### src/cis_pkg.sv
// Purpose: shared constants for the interrupt sequencer
// Assumes: 16-bit word program counter, 200 MHz cpu clock
// Notes: register offsets are byte addresses on the AHB-Lite slave
package cis_pkg;
    // ----------------------------------------
    // sources and vectors
    // ----------------------------------------
    localparam int NSRC = 8;
    localparam logic [15:0] VEC_STRIDE = 16'h0002;
    localparam logic [15:0] BOOT_BASE_RST = 16'hF000;
    // ----------------------------------------
    // register map
    // ----------------------------------------
    localparam logic [7:0] OFS_FLAGS = 8'h00;
    localparam logic [7:0] OFS_ENABLE = 8'h04;
    localparam logic [7:0] OFS_PENDING = 8'h08;
    localparam logic [7:0] OFS_CTRL = 8'h0C;
    localparam logic [7:0] OFS_SP = 8'h10;
    localparam logic [7:0] OFS_BOOT = 8'h14;
    localparam logic [7:0] OFS_STATUS = 8'h18;
    localparam int GATE_BIT = 7;
    localparam int CTRL_RELOC_BIT = 1;
    localparam logic [15:0] SP_RESET = 16'h10FF;
    localparam logic [15:0] BOOT_START_RESET = 16'hF000;
    // ----------------------------------------
    // timing counts in cycles
    // ----------------------------------------
    localparam logic [2:0] ENTRY_CYC = 3'h4;
    localparam logic [2:0] WAKE_EXTRA_CYC = 3'h4;
    localparam logic [2:0] JUMP_CYC = 3'h3;
    localparam logic [2:0] RETURN_CYC = 3'h4;
    typedef enum logic [2:0] {
        ST_RUN = 3'b000,
        ST_WAKE = 3'b001,
        ST_ENTRY = 3'b010,
        ST_JUMP = 3'b011,
        ST_RET = 3'b100
    } cis_state_t;
endpackage : cis_pkg

### src/cis_sequencer.sv
// Purpose: interrupt gating, priority, vectoring and entry/return sequencing
// Assumes: pipeline gives one-cycle instruction pulses; sources are async pins
// Notes: single clock, AHB-Lite register slave, zero wait states
//
// The address map and register access over AHB-Lite were left to the implementer.
`timescale 1ns/1ps
`default_nettype none

// Behaviour
// reset and each source own a distinct vector, default at lowest addresses
// serve a source only if its enable and the global gate are both set
// lowest vector address wins; reset first, then external request zero
// relocation bit moves the interrupt table to the boot section start
// boot reset fuse fetches the reset vector from the boot section start
// boot lock bits suppress interrupts depending on program counter region
// accepting an interrupt clears the global gate; software may set it again
// flag sources have their pending flag cleared when vectored
// writing one to a pending flag clears it, zero leaves it
// flag sets and holds even while its own enable is clear
// flags stay latched while gate is clear, then served by priority
// level sources request only while their condition is present
// after return, one main instruction runs before the next service
// flags register is neither saved on entry nor restored on return
// global disable acts at once, even against a same-cycle request
// after global enable, the next instruction runs before any service
// entry takes four cycles and pushes the program counter
// the vector jump takes three cycles to reach the handler
// a multi-cycle instruction completes before entry begins
// wake from sleep adds four cycles to entry
// return takes four cycles, pops pc, adds two to sp, sets gate
// entry subtracts two from the stack pointer
// vectors sit at fixed stride from the chosen base, index gives priority
module cis_sequencer (
    input wire logic clock,
    input wire logic rst_n,
    input wire logic [cis_pkg::NSRC-1:0] src_event,
    input wire logic [cis_pkg::NSRC-1:0] src_is_level,
    input wire logic instr_done,
    input wire logic instr_multi_busy,
    input wire logic global_disable_op,
    input wire logic global_enable_op,
    input wire logic return_from_handler,
    input wire logic sleeping,
    input wire logic boot_reset_vector_fuse,
    input wire logic boot_lock_app_bits,
    input wire logic boot_lock_boot_bits,
    input wire logic [15:0] cur_pc,
    input wire logic hsel,
    input wire logic [31:0] haddr,
    input wire logic [1:0] htrans,
    input wire logic hwrite,
    input wire logic [2:0] hsize,
    input wire logic [31:0] hwdata,
    input wire logic hready,
    output logic [31:0] hrdata,
    output logic hreadyout,
    output logic hresp,
    output logic irq_stall,
    output logic pc_load,
    output logic [15:0] pc_target,
    output logic push_pulse,
    output logic pop_pulse,
    output logic [15:0] ret_addr,
    output logic [15:0] sp_out
);
    import cis_pkg::*;

    // ----------------------------------------
    // state
    // ----------------------------------------
    typedef struct packed {
        logic [NSRC-1:0] s1;
        logic [NSRC-1:0] s2;
        logic [NSRC-1:0] s3;
        logic [NSRC-1:0] lvl;
        logic [NSRC-1:0] pend;
        logic [NSRC-1:0] en;
        logic [7:0] flags;
        logic [7:0] ctrl;
        logic [15:0] sp;
        logic [15:0] boot_start;
        logic [15:0] ret;
        logic [15:0] tgt;
        logic [NSRC-1:0] serving;
        cis_state_t st;
        logic [2:0] cnt;
        logic hold_one;
        logic rst_vec_done;
        logic aph_wr;
        logic aph_rd;
        logic [7:0] aph_ofs;
        logic [31:0] rdata;
        logic pc_load;
        logic push;
        logic pop;
        logic stall;
    } cis_st_t;

    cis_st_t q, d;

    function automatic logic [NSRC-1:0] lowest_one(input logic [NSRC-1:0] v);
        logic [NSRC-1:0] r;
        r = '0;
        for (int i = NSRC - 1; i >= 0; i--)
        begin
            if (v[i])
            begin
                r = '0;
                r[i] = 1'b1;
            end
        end
        return r;
    endfunction : lowest_one

    function automatic logic [15:0] vec_addr(input logic [15:0] base, input logic [NSRC-1:0] oh);
        logic [15:0] a;
        a = base;
        for (int i = 0; i < NSRC; i++)
        begin
            if (oh[i])
            begin
                a = base + VEC_STRIDE * 16'(i + 1);
            end
        end
        return a;
    endfunction : vec_addr

    // ----------------------------------------
    // combinational next state
    // ----------------------------------------
    logic [NSRC-1:0] rise, req, pick;
    logic [15:0] tbase;
    logic in_boot, locked, may_take;

    always_comb
    begin
        d = q;
        d.pc_load = 1'b0;
        d.push = 1'b0;
        d.pop = 1'b0;
        // three-stage sync; s2/s3 agreement qualifies the level
        d.s1 = src_event;
        d.s2 = q.s1;
        d.s3 = q.s2;
        for (int i = 0; i < NSRC; i++)
        begin
            if (q.s2[i] == q.s3[i])
            begin
                d.lvl[i] = q.s2[i];
            end
        end
        rise = d.lvl & ~q.lvl & ~src_is_level;
        // level sources follow the condition directly, never latched
        req = ((q.pend & ~src_is_level) | (q.lvl & src_is_level)) & q.en;
        pick = lowest_one(req);
        tbase = q.ctrl[CTRL_RELOC_BIT] ? q.boot_start : 16'h0000;
        in_boot = cur_pc >= q.boot_start;
        // lock bits mask interrupts while executing in the protected region
        locked = (boot_lock_app_bits && !in_boot) || (boot_lock_boot_bits && in_boot);
        may_take = q.flags[GATE_BIT] && !global_disable_op && !q.hold_one && !locked
                   && !instr_multi_busy && instr_done && (req != '0);
        // ahb data phase
        if (q.aph_wr)
        begin
            if (q.aph_ofs == OFS_FLAGS)
            begin
                d.flags = hwdata[7:0];
            end
            else if (q.aph_ofs == OFS_ENABLE)
            begin
                d.en = hwdata[NSRC-1:0];
            end
            else if (q.aph_ofs == OFS_PENDING)
            begin
                d.pend = q.pend & ~hwdata[NSRC-1:0];
            end
            else if (q.aph_ofs == OFS_CTRL)
            begin
                d.ctrl = hwdata[7:0];
            end
            else if (q.aph_ofs == OFS_SP)
            begin
                d.sp = hwdata[15:0];
            end
            else if (q.aph_ofs == OFS_BOOT)
            begin
                d.boot_start = hwdata[15:0];
            end
        end
        d.aph_wr = hsel && hready && htrans[1] && hwrite;
        d.aph_rd = hsel && hready && htrans[1] && !hwrite;
        d.aph_ofs = haddr[7:0];
        d.rdata = '0;
        if (d.aph_rd)
        begin
            if (haddr[7:0] == OFS_FLAGS)
            begin
                d.rdata = {24'h000000, q.flags};
            end
            else if (haddr[7:0] == OFS_ENABLE)
            begin
                d.rdata = {24'h000000, q.en};
            end
            else if (haddr[7:0] == OFS_PENDING)
            begin
                d.rdata = {24'h000000, q.pend};
            end
            else if (haddr[7:0] == OFS_CTRL)
            begin
                d.rdata = {24'h000000, q.ctrl};
            end
            else if (haddr[7:0] == OFS_SP)
            begin
                d.rdata = {16'h0000, q.sp};
            end
            else if (haddr[7:0] == OFS_BOOT)
            begin
                d.rdata = {16'h0000, q.boot_start};
            end
            else if (haddr[7:0] == OFS_STATUS)
            begin
                d.rdata = {21'h000000, q.st, q.serving};
            end
        end
        // flag latch ignores enables and gate; set beats software clear
        d.pend = d.pend | rise;
        if (global_disable_op)
        begin
            d.flags[GATE_BIT] = 1'b0;
        end
        if (global_enable_op)
        begin
            d.flags[GATE_BIT] = 1'b1;
            d.hold_one = 1'b1;
        end
        else if (instr_done && q.hold_one)
        begin
            d.hold_one = 1'b0;
        end
        case (q.st)
            ST_RUN:
            begin
                if (!q.rst_vec_done)
                begin
                    d.rst_vec_done = 1'b1;
                    d.pc_load = 1'b1;
                    d.tgt = boot_reset_vector_fuse ? BOOT_BASE_RST : 16'h0000;
                end
                else if (return_from_handler)
                begin
                    d.st = ST_RET;
                    d.cnt = RETURN_CYC - 3'h1;
                    d.stall = 1'b1;
                end
                else if (may_take)
                begin
                    d.flags[GATE_BIT] = 1'b0;
                    d.serving = pick;
                    d.pend = d.pend & ~(pick & ~src_is_level);
                    d.ret = cur_pc;
                    d.tgt = vec_addr(tbase, pick);
                    d.stall = 1'b1;
                    d.st = sleeping ? ST_WAKE : ST_ENTRY;
                    d.cnt = sleeping ? WAKE_EXTRA_CYC - 3'h1 : ENTRY_CYC - 3'h1;
                end
            end
            ST_WAKE:
            begin
                d.cnt = q.cnt - 3'h1;
                if (q.cnt == 3'h0)
                begin
                    d.st = ST_ENTRY;
                    d.cnt = ENTRY_CYC - 3'h1;
                end
            end
            ST_ENTRY:
            begin
                d.cnt = q.cnt - 3'h1;
                if (q.cnt == 3'h0)
                begin
                    d.push = 1'b1;
                    d.sp = q.sp - 16'h0002;
                    d.pc_load = 1'b1;
                    d.st = ST_JUMP;
                    d.cnt = JUMP_CYC - 3'h1;
                end
            end
            ST_JUMP:
            begin
                d.cnt = q.cnt - 3'h1;
                if (q.cnt == 3'h0)
                begin
                    d.st = ST_RUN;
                    d.stall = 1'b0;
                end
            end
            ST_RET:
            begin
                d.cnt = q.cnt - 3'h1;
                if (q.cnt == 3'h0)
                begin
                    d.pop = 1'b1;
                    d.sp = q.sp + 16'h0002;
                    d.flags[GATE_BIT] = 1'b1;
                    d.hold_one = 1'b1;
                    d.serving = '0;
                    d.st = ST_RUN;
                    d.stall = 1'b0;
                end
            end
            default:
            begin
                d.st = ST_RUN;
            end
        endcase
    end

    // ----------------------------------------
    // registers
    // ----------------------------------------
    always_ff @(posedge clock or negedge rst_n)
    begin
        if (!rst_n)
        begin
            q <= '0;
            q.sp <= SP_RESET;
            q.boot_start <= BOOT_START_RESET;
            q.st <= ST_RUN;
        end
        else
        begin
            q <= d;
        end
    end

    assign hrdata = q.rdata;
    assign hreadyout = 1'b1;
    assign hresp = 1'b0;
    assign irq_stall = q.stall;
    assign pc_load = q.pc_load;
    assign pc_target = q.tgt;
    assign push_pulse = q.push;
    assign pop_pulse = q.pop;
    assign ret_addr = q.ret;
    assign sp_out = q.sp;

    // ----------------------------------------
    // checks
    // ----------------------------------------
    AST_GATE_CLEARED_ON_ENTRY: assert property (@(posedge clock) disable iff (!rst_n)
        (q.st == ST_RUN && d.st == ST_ENTRY) |=> !q.flags[GATE_BIT])
        else $error("gate not cleared on entry");
    AST_ENTRY_FOUR: assert property (@(posedge clock) disable iff (!rst_n)
        ($rose(q.st == ST_ENTRY)) |-> ##3 q.push == 1'b0 ##1 q.push)
        else $error("entry not four cycles");
    AST_SP_DOWN_TWO: assert property (@(posedge clock) disable iff (!rst_n)
        (q.st == ST_ENTRY && q.cnt == 3'h0) |=> q.sp == $past(q.sp) - 16'h0002)
        else $error("sp not decremented by two");
    AST_RET_FOUR: assert property (@(posedge clock) disable iff (!rst_n)
        ($rose(q.st == ST_RET)) |-> ##4 (q.pop && q.flags[GATE_BIT]))
        else $error("return timing wrong");
    AST_CLI_BLOCKS: assert property (@(posedge clock) disable iff (!rst_n)
        global_disable_op |=> q.st != ST_ENTRY && q.st != ST_WAKE)
        else $error("interrupt after disable");
    AST_NO_TAKE_WITHOUT_GATE: assert property (@(posedge clock) disable iff (!rst_n)
        (q.st == ST_RUN && !q.flags[GATE_BIT]) |=> !(q.st inside {ST_ENTRY, ST_WAKE}))
        else $error("taken with gate clear");
    AST_JUMP_THREE: assert property (@(posedge clock) disable iff (!rst_n)
        $rose(q.st == ST_JUMP) |-> (q.st == ST_JUMP) [*3] ##1 q.st == ST_RUN)
        else $error("jump not three cycles");
    AST_WAKE_EXTRA: assert property (@(posedge clock) disable iff (!rst_n)
        $rose(q.st == ST_WAKE) |-> (q.st == ST_WAKE) [*4] ##1 q.st == ST_ENTRY)
        else $error("wake not four extra cycles");
    AST_HOLD_AFTER_SEI: assert property (@(posedge clock) disable iff (!rst_n)
        global_enable_op |=> q.hold_one)
        else $error("no instruction held after enable");
endmodule : cis_sequencer

`default_nettype wire

### config.mk
export PLATFORM = sky130hd
export DESIGN_NAME = cis_sequencer
export DESIGN_NICKNAME = d
export VERILOG_FILES = /design/src/cis_pkg.sv /design/src/cis_sequencer.sv
export SDC_FILE = /design/constraint.sdc
export NUM_CORES = 1
export LEC_CHECK = 0
export ABC_AREA = 1
export BUFFER_PORTS_ARGS = -buffer_cell sky130_fd_sc_hd__buf_2
export CORE_MARGIN = 3
export CORE_UTILIZATION = 40
export CTS_BUF_LIST = sky130_fd_sc_hd__clkbuf_8 sky130_fd_sc_hd__clkbuf_16
export CTS_CLUSTER_SIZE = 16
export DETAILED_ROUTE_END_ITERATION = 8
export SYNTH_ARGS = -nofsm -noshare
export SYNTH_HDL_FRONTEND = slang
export SYNTH_SLANG_ARGS = --single-unit
### constraint.sdc
create_clock -name clock -period 2.9 [get_ports clock]
set_input_delay 0.145 -clock clock [delete_from_list [all_inputs] [get_ports clock]]
set_output_delay 0.145 -clock clock [all_outputs]
set_load 0.01 [all_outputs]
==> metrics.cfg <==
[outcome]
status=completed

[min_path]
min_delay_path_depth=3
hold_path.class=primary input to flip-flop
hold_end=ret_addr[0]$_DFFE_PN0P_
hp-start=cur_pc[0]

[sta]
worst_pin_slew_ns=1.07
slew_violations=0
rsz0062_at_grt=false
fin_skew_ns=0.0181
hold_viol_final=0
period_needed_ns=2.57
setup_tns_ns=0
setup_violations=0
max_slew_margin=0.288
fmax_mhz=389
whs_ns=0.0169
finalCritPeriodShare=0.886
worst_slack_ns=0.330

[routing]
vias=9694
drtIter0Drc=921
drt_wl_total_um=31800
ant_nets=0
drc=0
first_pass_iters=5
wire_per_inst_um=16.9
avgViaCountPerCell=5.16

[floorplan]
initial_core_util=0.413
die_h_um=168
dieArea_um2=28300
rows=58
die_w_um=168
core_area_um2=25500
pin_count=201

[setup_path]
crit_type=flip-flop to flip-flop
startpoint_type=flip-flop
r2r_cells=12
cp_max_fo=30
arrival_ns=2.87
reg2reg_to=ret_addr[0]$_DFFE_PN0P_
cp.depth=12
r2r_slack_ns=0.33
crit_path_frequent_cell=nand4_1
cp_data_required_time_ns=3.20
critPathCaptureType=flip-flop
path_cells=inv_1 -> ha_1 -> nand4_1 -> nor3_2 -> nand3_1 -> nand4_1 -> nand4_4 -> nor2_4 -> buf_12 -> inv_2 -> nand2_1 -> o21ai_0
path_buf_inv=3
slowest_stage=dfstp_2
slowest_delay_ns=0.59
regToRegStartpoint=q[107]$_DFFE_PN1P_
cp_top_family=simple AND/OR/NAND/NOR gates

[layout]
syn_to_final_growth_pct=16.5
antennaDiodeCount=0
drive_gt1_frac=0.161
num-nets-final=1679

[clock_network]
clk_pin_slew_ns=0.08
cts-root-buf=clkbuf_16
cts_buffers=17
clockBufferDepth=2
clock-sinks=173
htreeDepth=4
cts_tree=built
insertion_delay_ns=0.43

[synthesis]
synthCells=1397
ys_ff_latch=173
netlist_area_um2=10500
async_reset_ff_frac=1.00
ys.flop_type=dfrtp_1
synth.avg_cell_area_um2=7.53
ys_seq_area_frac=0.413
ys_warn_count=0
netlist-cell-type-count=51
synth_edf_count=0

[placement]
pre_cts_slack_ns=0.261
portBuffers=138
gp_congestion=0.898
hpwl_um=23700

[pwr]
p_per_area_nw_per_um2=622
clockPowerShare=0.327
p_sw_frac=0.356
p_switching_mw=2.72
power.share.sequential=0.402
p_int_mw=4.90
comb_power_share=0.271
p_leak_nw=6.71
finalPower_mw=7.62
vdd.ir_drop.worst_uv=347

[global_routing]
grt_pass1_wl_um=51000
grt_pass1_vias=9387
grt_max_degree=83
gr-usage-all-layers=0.226
overflow=0
antenna_found_initial=0

[flow_run]
maxCapViolCount=0

-- layer usage --
layer	up-vias	global-route usage	part of all wire
li1	4723	-	-
met1	4608	0.324	0.46
met2	332	0.361	0.46
met3	31	0.0380	0.067
met4	0	0.0466	0.012
met5	-	0	0
-- power by group through the flow --
stage | Sequential, mW | Combinational [mW] | Clock [mW]
global placement | 3.10 | 1.96 | 0
global route | 3.12 | 2.34 | 2.64
floorplan | 2.97 | 1.66 | 0
CTS | 3.06 | 2.06 | 2.54
detailed placement | 3.10 | 2.00 | 0
finish | 3.07 | 2.06 | 2.49
-- cells in the mapped netlist (4+ instances only) --
master / number / share of area
nand4_1: 12 / 0.0071
o2111ai_1: 5 / 0.0042
maj3_1: 6 / 0.0057
buf_2: 8 / 0.0038
nor2_2: 4 / 0.0024
o31ai_1: 4 / 0.0029
o22ai_1: 5 / 0.0030
nand2_1: 339 / 0.12
a221oi_1: 7 / 0.0058
o211ai_1: 15 / 0.011
o21ai_0: 121 / 0.058
inv_1: 190 / 0.068
nor2_1: 98 / 0.035
xor2_1: 15 / 0.012
inv_2: 8 / 0.0029
clkbuf_1: 15 / 0.0054
nor3_1: 25 / 0.012
o21ai_1: 15 / 0.0071
nand3_1: 107 / 0.051
a21oi_1: 56 / 0.027
dfstp_2: 13 / 0.032
buf_4: 84 / 0.060
a32oi_1: 5 / 0.0042
dfrtp_1: 160 / 0.38
a31oi_1: 5 / 0.0030
nand3_2: 4 / 0.0038
ha_1: 30 / 0.036
-- through the flow --
| stage | cell area [um2] | utilization | cells |
|---|---|---|---|
| final | 12300 | 0.481 | 1877 |
| after global routing | 12300 | 0.481 | 1877 |
| after CTS | 12200 | 0.481 | 1877 |
| after detailed placement | 11200 | 0.440 | 1804 |
| after global placement | 11200 | 0.440 | 1804 |
| after floorplan | 10600 | - | 1413 |
-- cell families (layout without fill, tap and decap cells) --
kind of cell,Yosys count,count (layout),share of synthesized area
flip-flops,173,173,0.413
AND/OR/NAND/NOR,607,607,0.250
other,2,18,0.000714
XOR/XNOR,15,15,0.0125
AO/OA/AOI/OAI,253,253,0.138
adder cells (fa/ha/maj),36,36,0.0414
buffers and inverters,311,445,0.144
-- worst max-delay path by stage --
stage / to / slack (ns) / start
detailed placement: ret_addr[0]$_DFFE_PN0P_ / 0.26 / q[107]$_DFFE_PN1P_
global route: pc_target[12]$_DFFE_PN0P_ / 0.08 / q[107]$_DFFE_PN1P_
global placement: ret_addr[0]$_DFFE_PN0P_ / 0.41 / q[107]$_DFFE_PN1P_
CTS: ret_addr[0]$_DFFE_PN0P_ / 0.24 / q[107]$_DFFE_PN1P_
floorplan: pc_target[10]$_DFFE_PN0P_ / 0.73 / q[127]$_DFFE_PN0P_
finish: ret_addr[0]$_DFFE_PN0P_ / 0.33 / q[107]$_DFFE_PN1P_
-- cell usage in the layout, fill, tap and decap left out, drive strengths merged, types with 5 or more instances in the layout --
cell type	Yosys	routed
o211ai	15	15
dlygate4sd3	0	41
maj3	6	6
clkbuf	15	19
nand2	343	343
buf	95	171
a21oi	57	57
ha	30	30
nor2	106	106
xor2	15	15
nand4	13	13
a221oi	7	7
dfrtp	160	160
o21ai	136	136
a31oi	5	5
nand3	112	112
clkinv	3	7
o22ai	5	5
inv	198	204
nor3	27	27
o2111ai	5	5
a32oi	5	5
conb	2	18
dfstp	13	13
-- cell type report --
| cell class | count | area [um2] |
|---|---|---|
| well taps | 330 | 413 |
| multi-input cells | 929 | 4720 |
| clock buffers | 19 | 453 |
| inverters | 201 | 754 |
| clock inverters | 13 | 175 |
| fillers | 2495 | 13200 |
| repair buffers | 212 | 1390 |
| flip-flops and latches | 173 | 4350 |
-- worst register-to-register path: cells and delay by family, from the launching register on --
kind,cells,cell delay (ns)
buffers and inverters,3,0.50
adder cells (fa/ha/maj),1,0.29
AO/OA/AOI/OAI,1,0.08
flip-flops,1,0.59
AND/OR/NAND/NOR,7,0.99
-- flip-flops by register name (all words and copies together) (netlist names) --
name,count
q,89
d,16
hrdata,16
pc_target,16
ret_addr,16
sp_out,16
irq_stall,1
pc_load,1
pop_pulse,1
push_pulse,1
-- what timing repair did --
action,in CTS,in global routing
hold buffers,41,0
endpoints found under the setup margin,0,1
resized for setup,0,1
hold endpoints to repair,118,0
buffers inserted,0,0
Power figures use the tool's default switching activity.
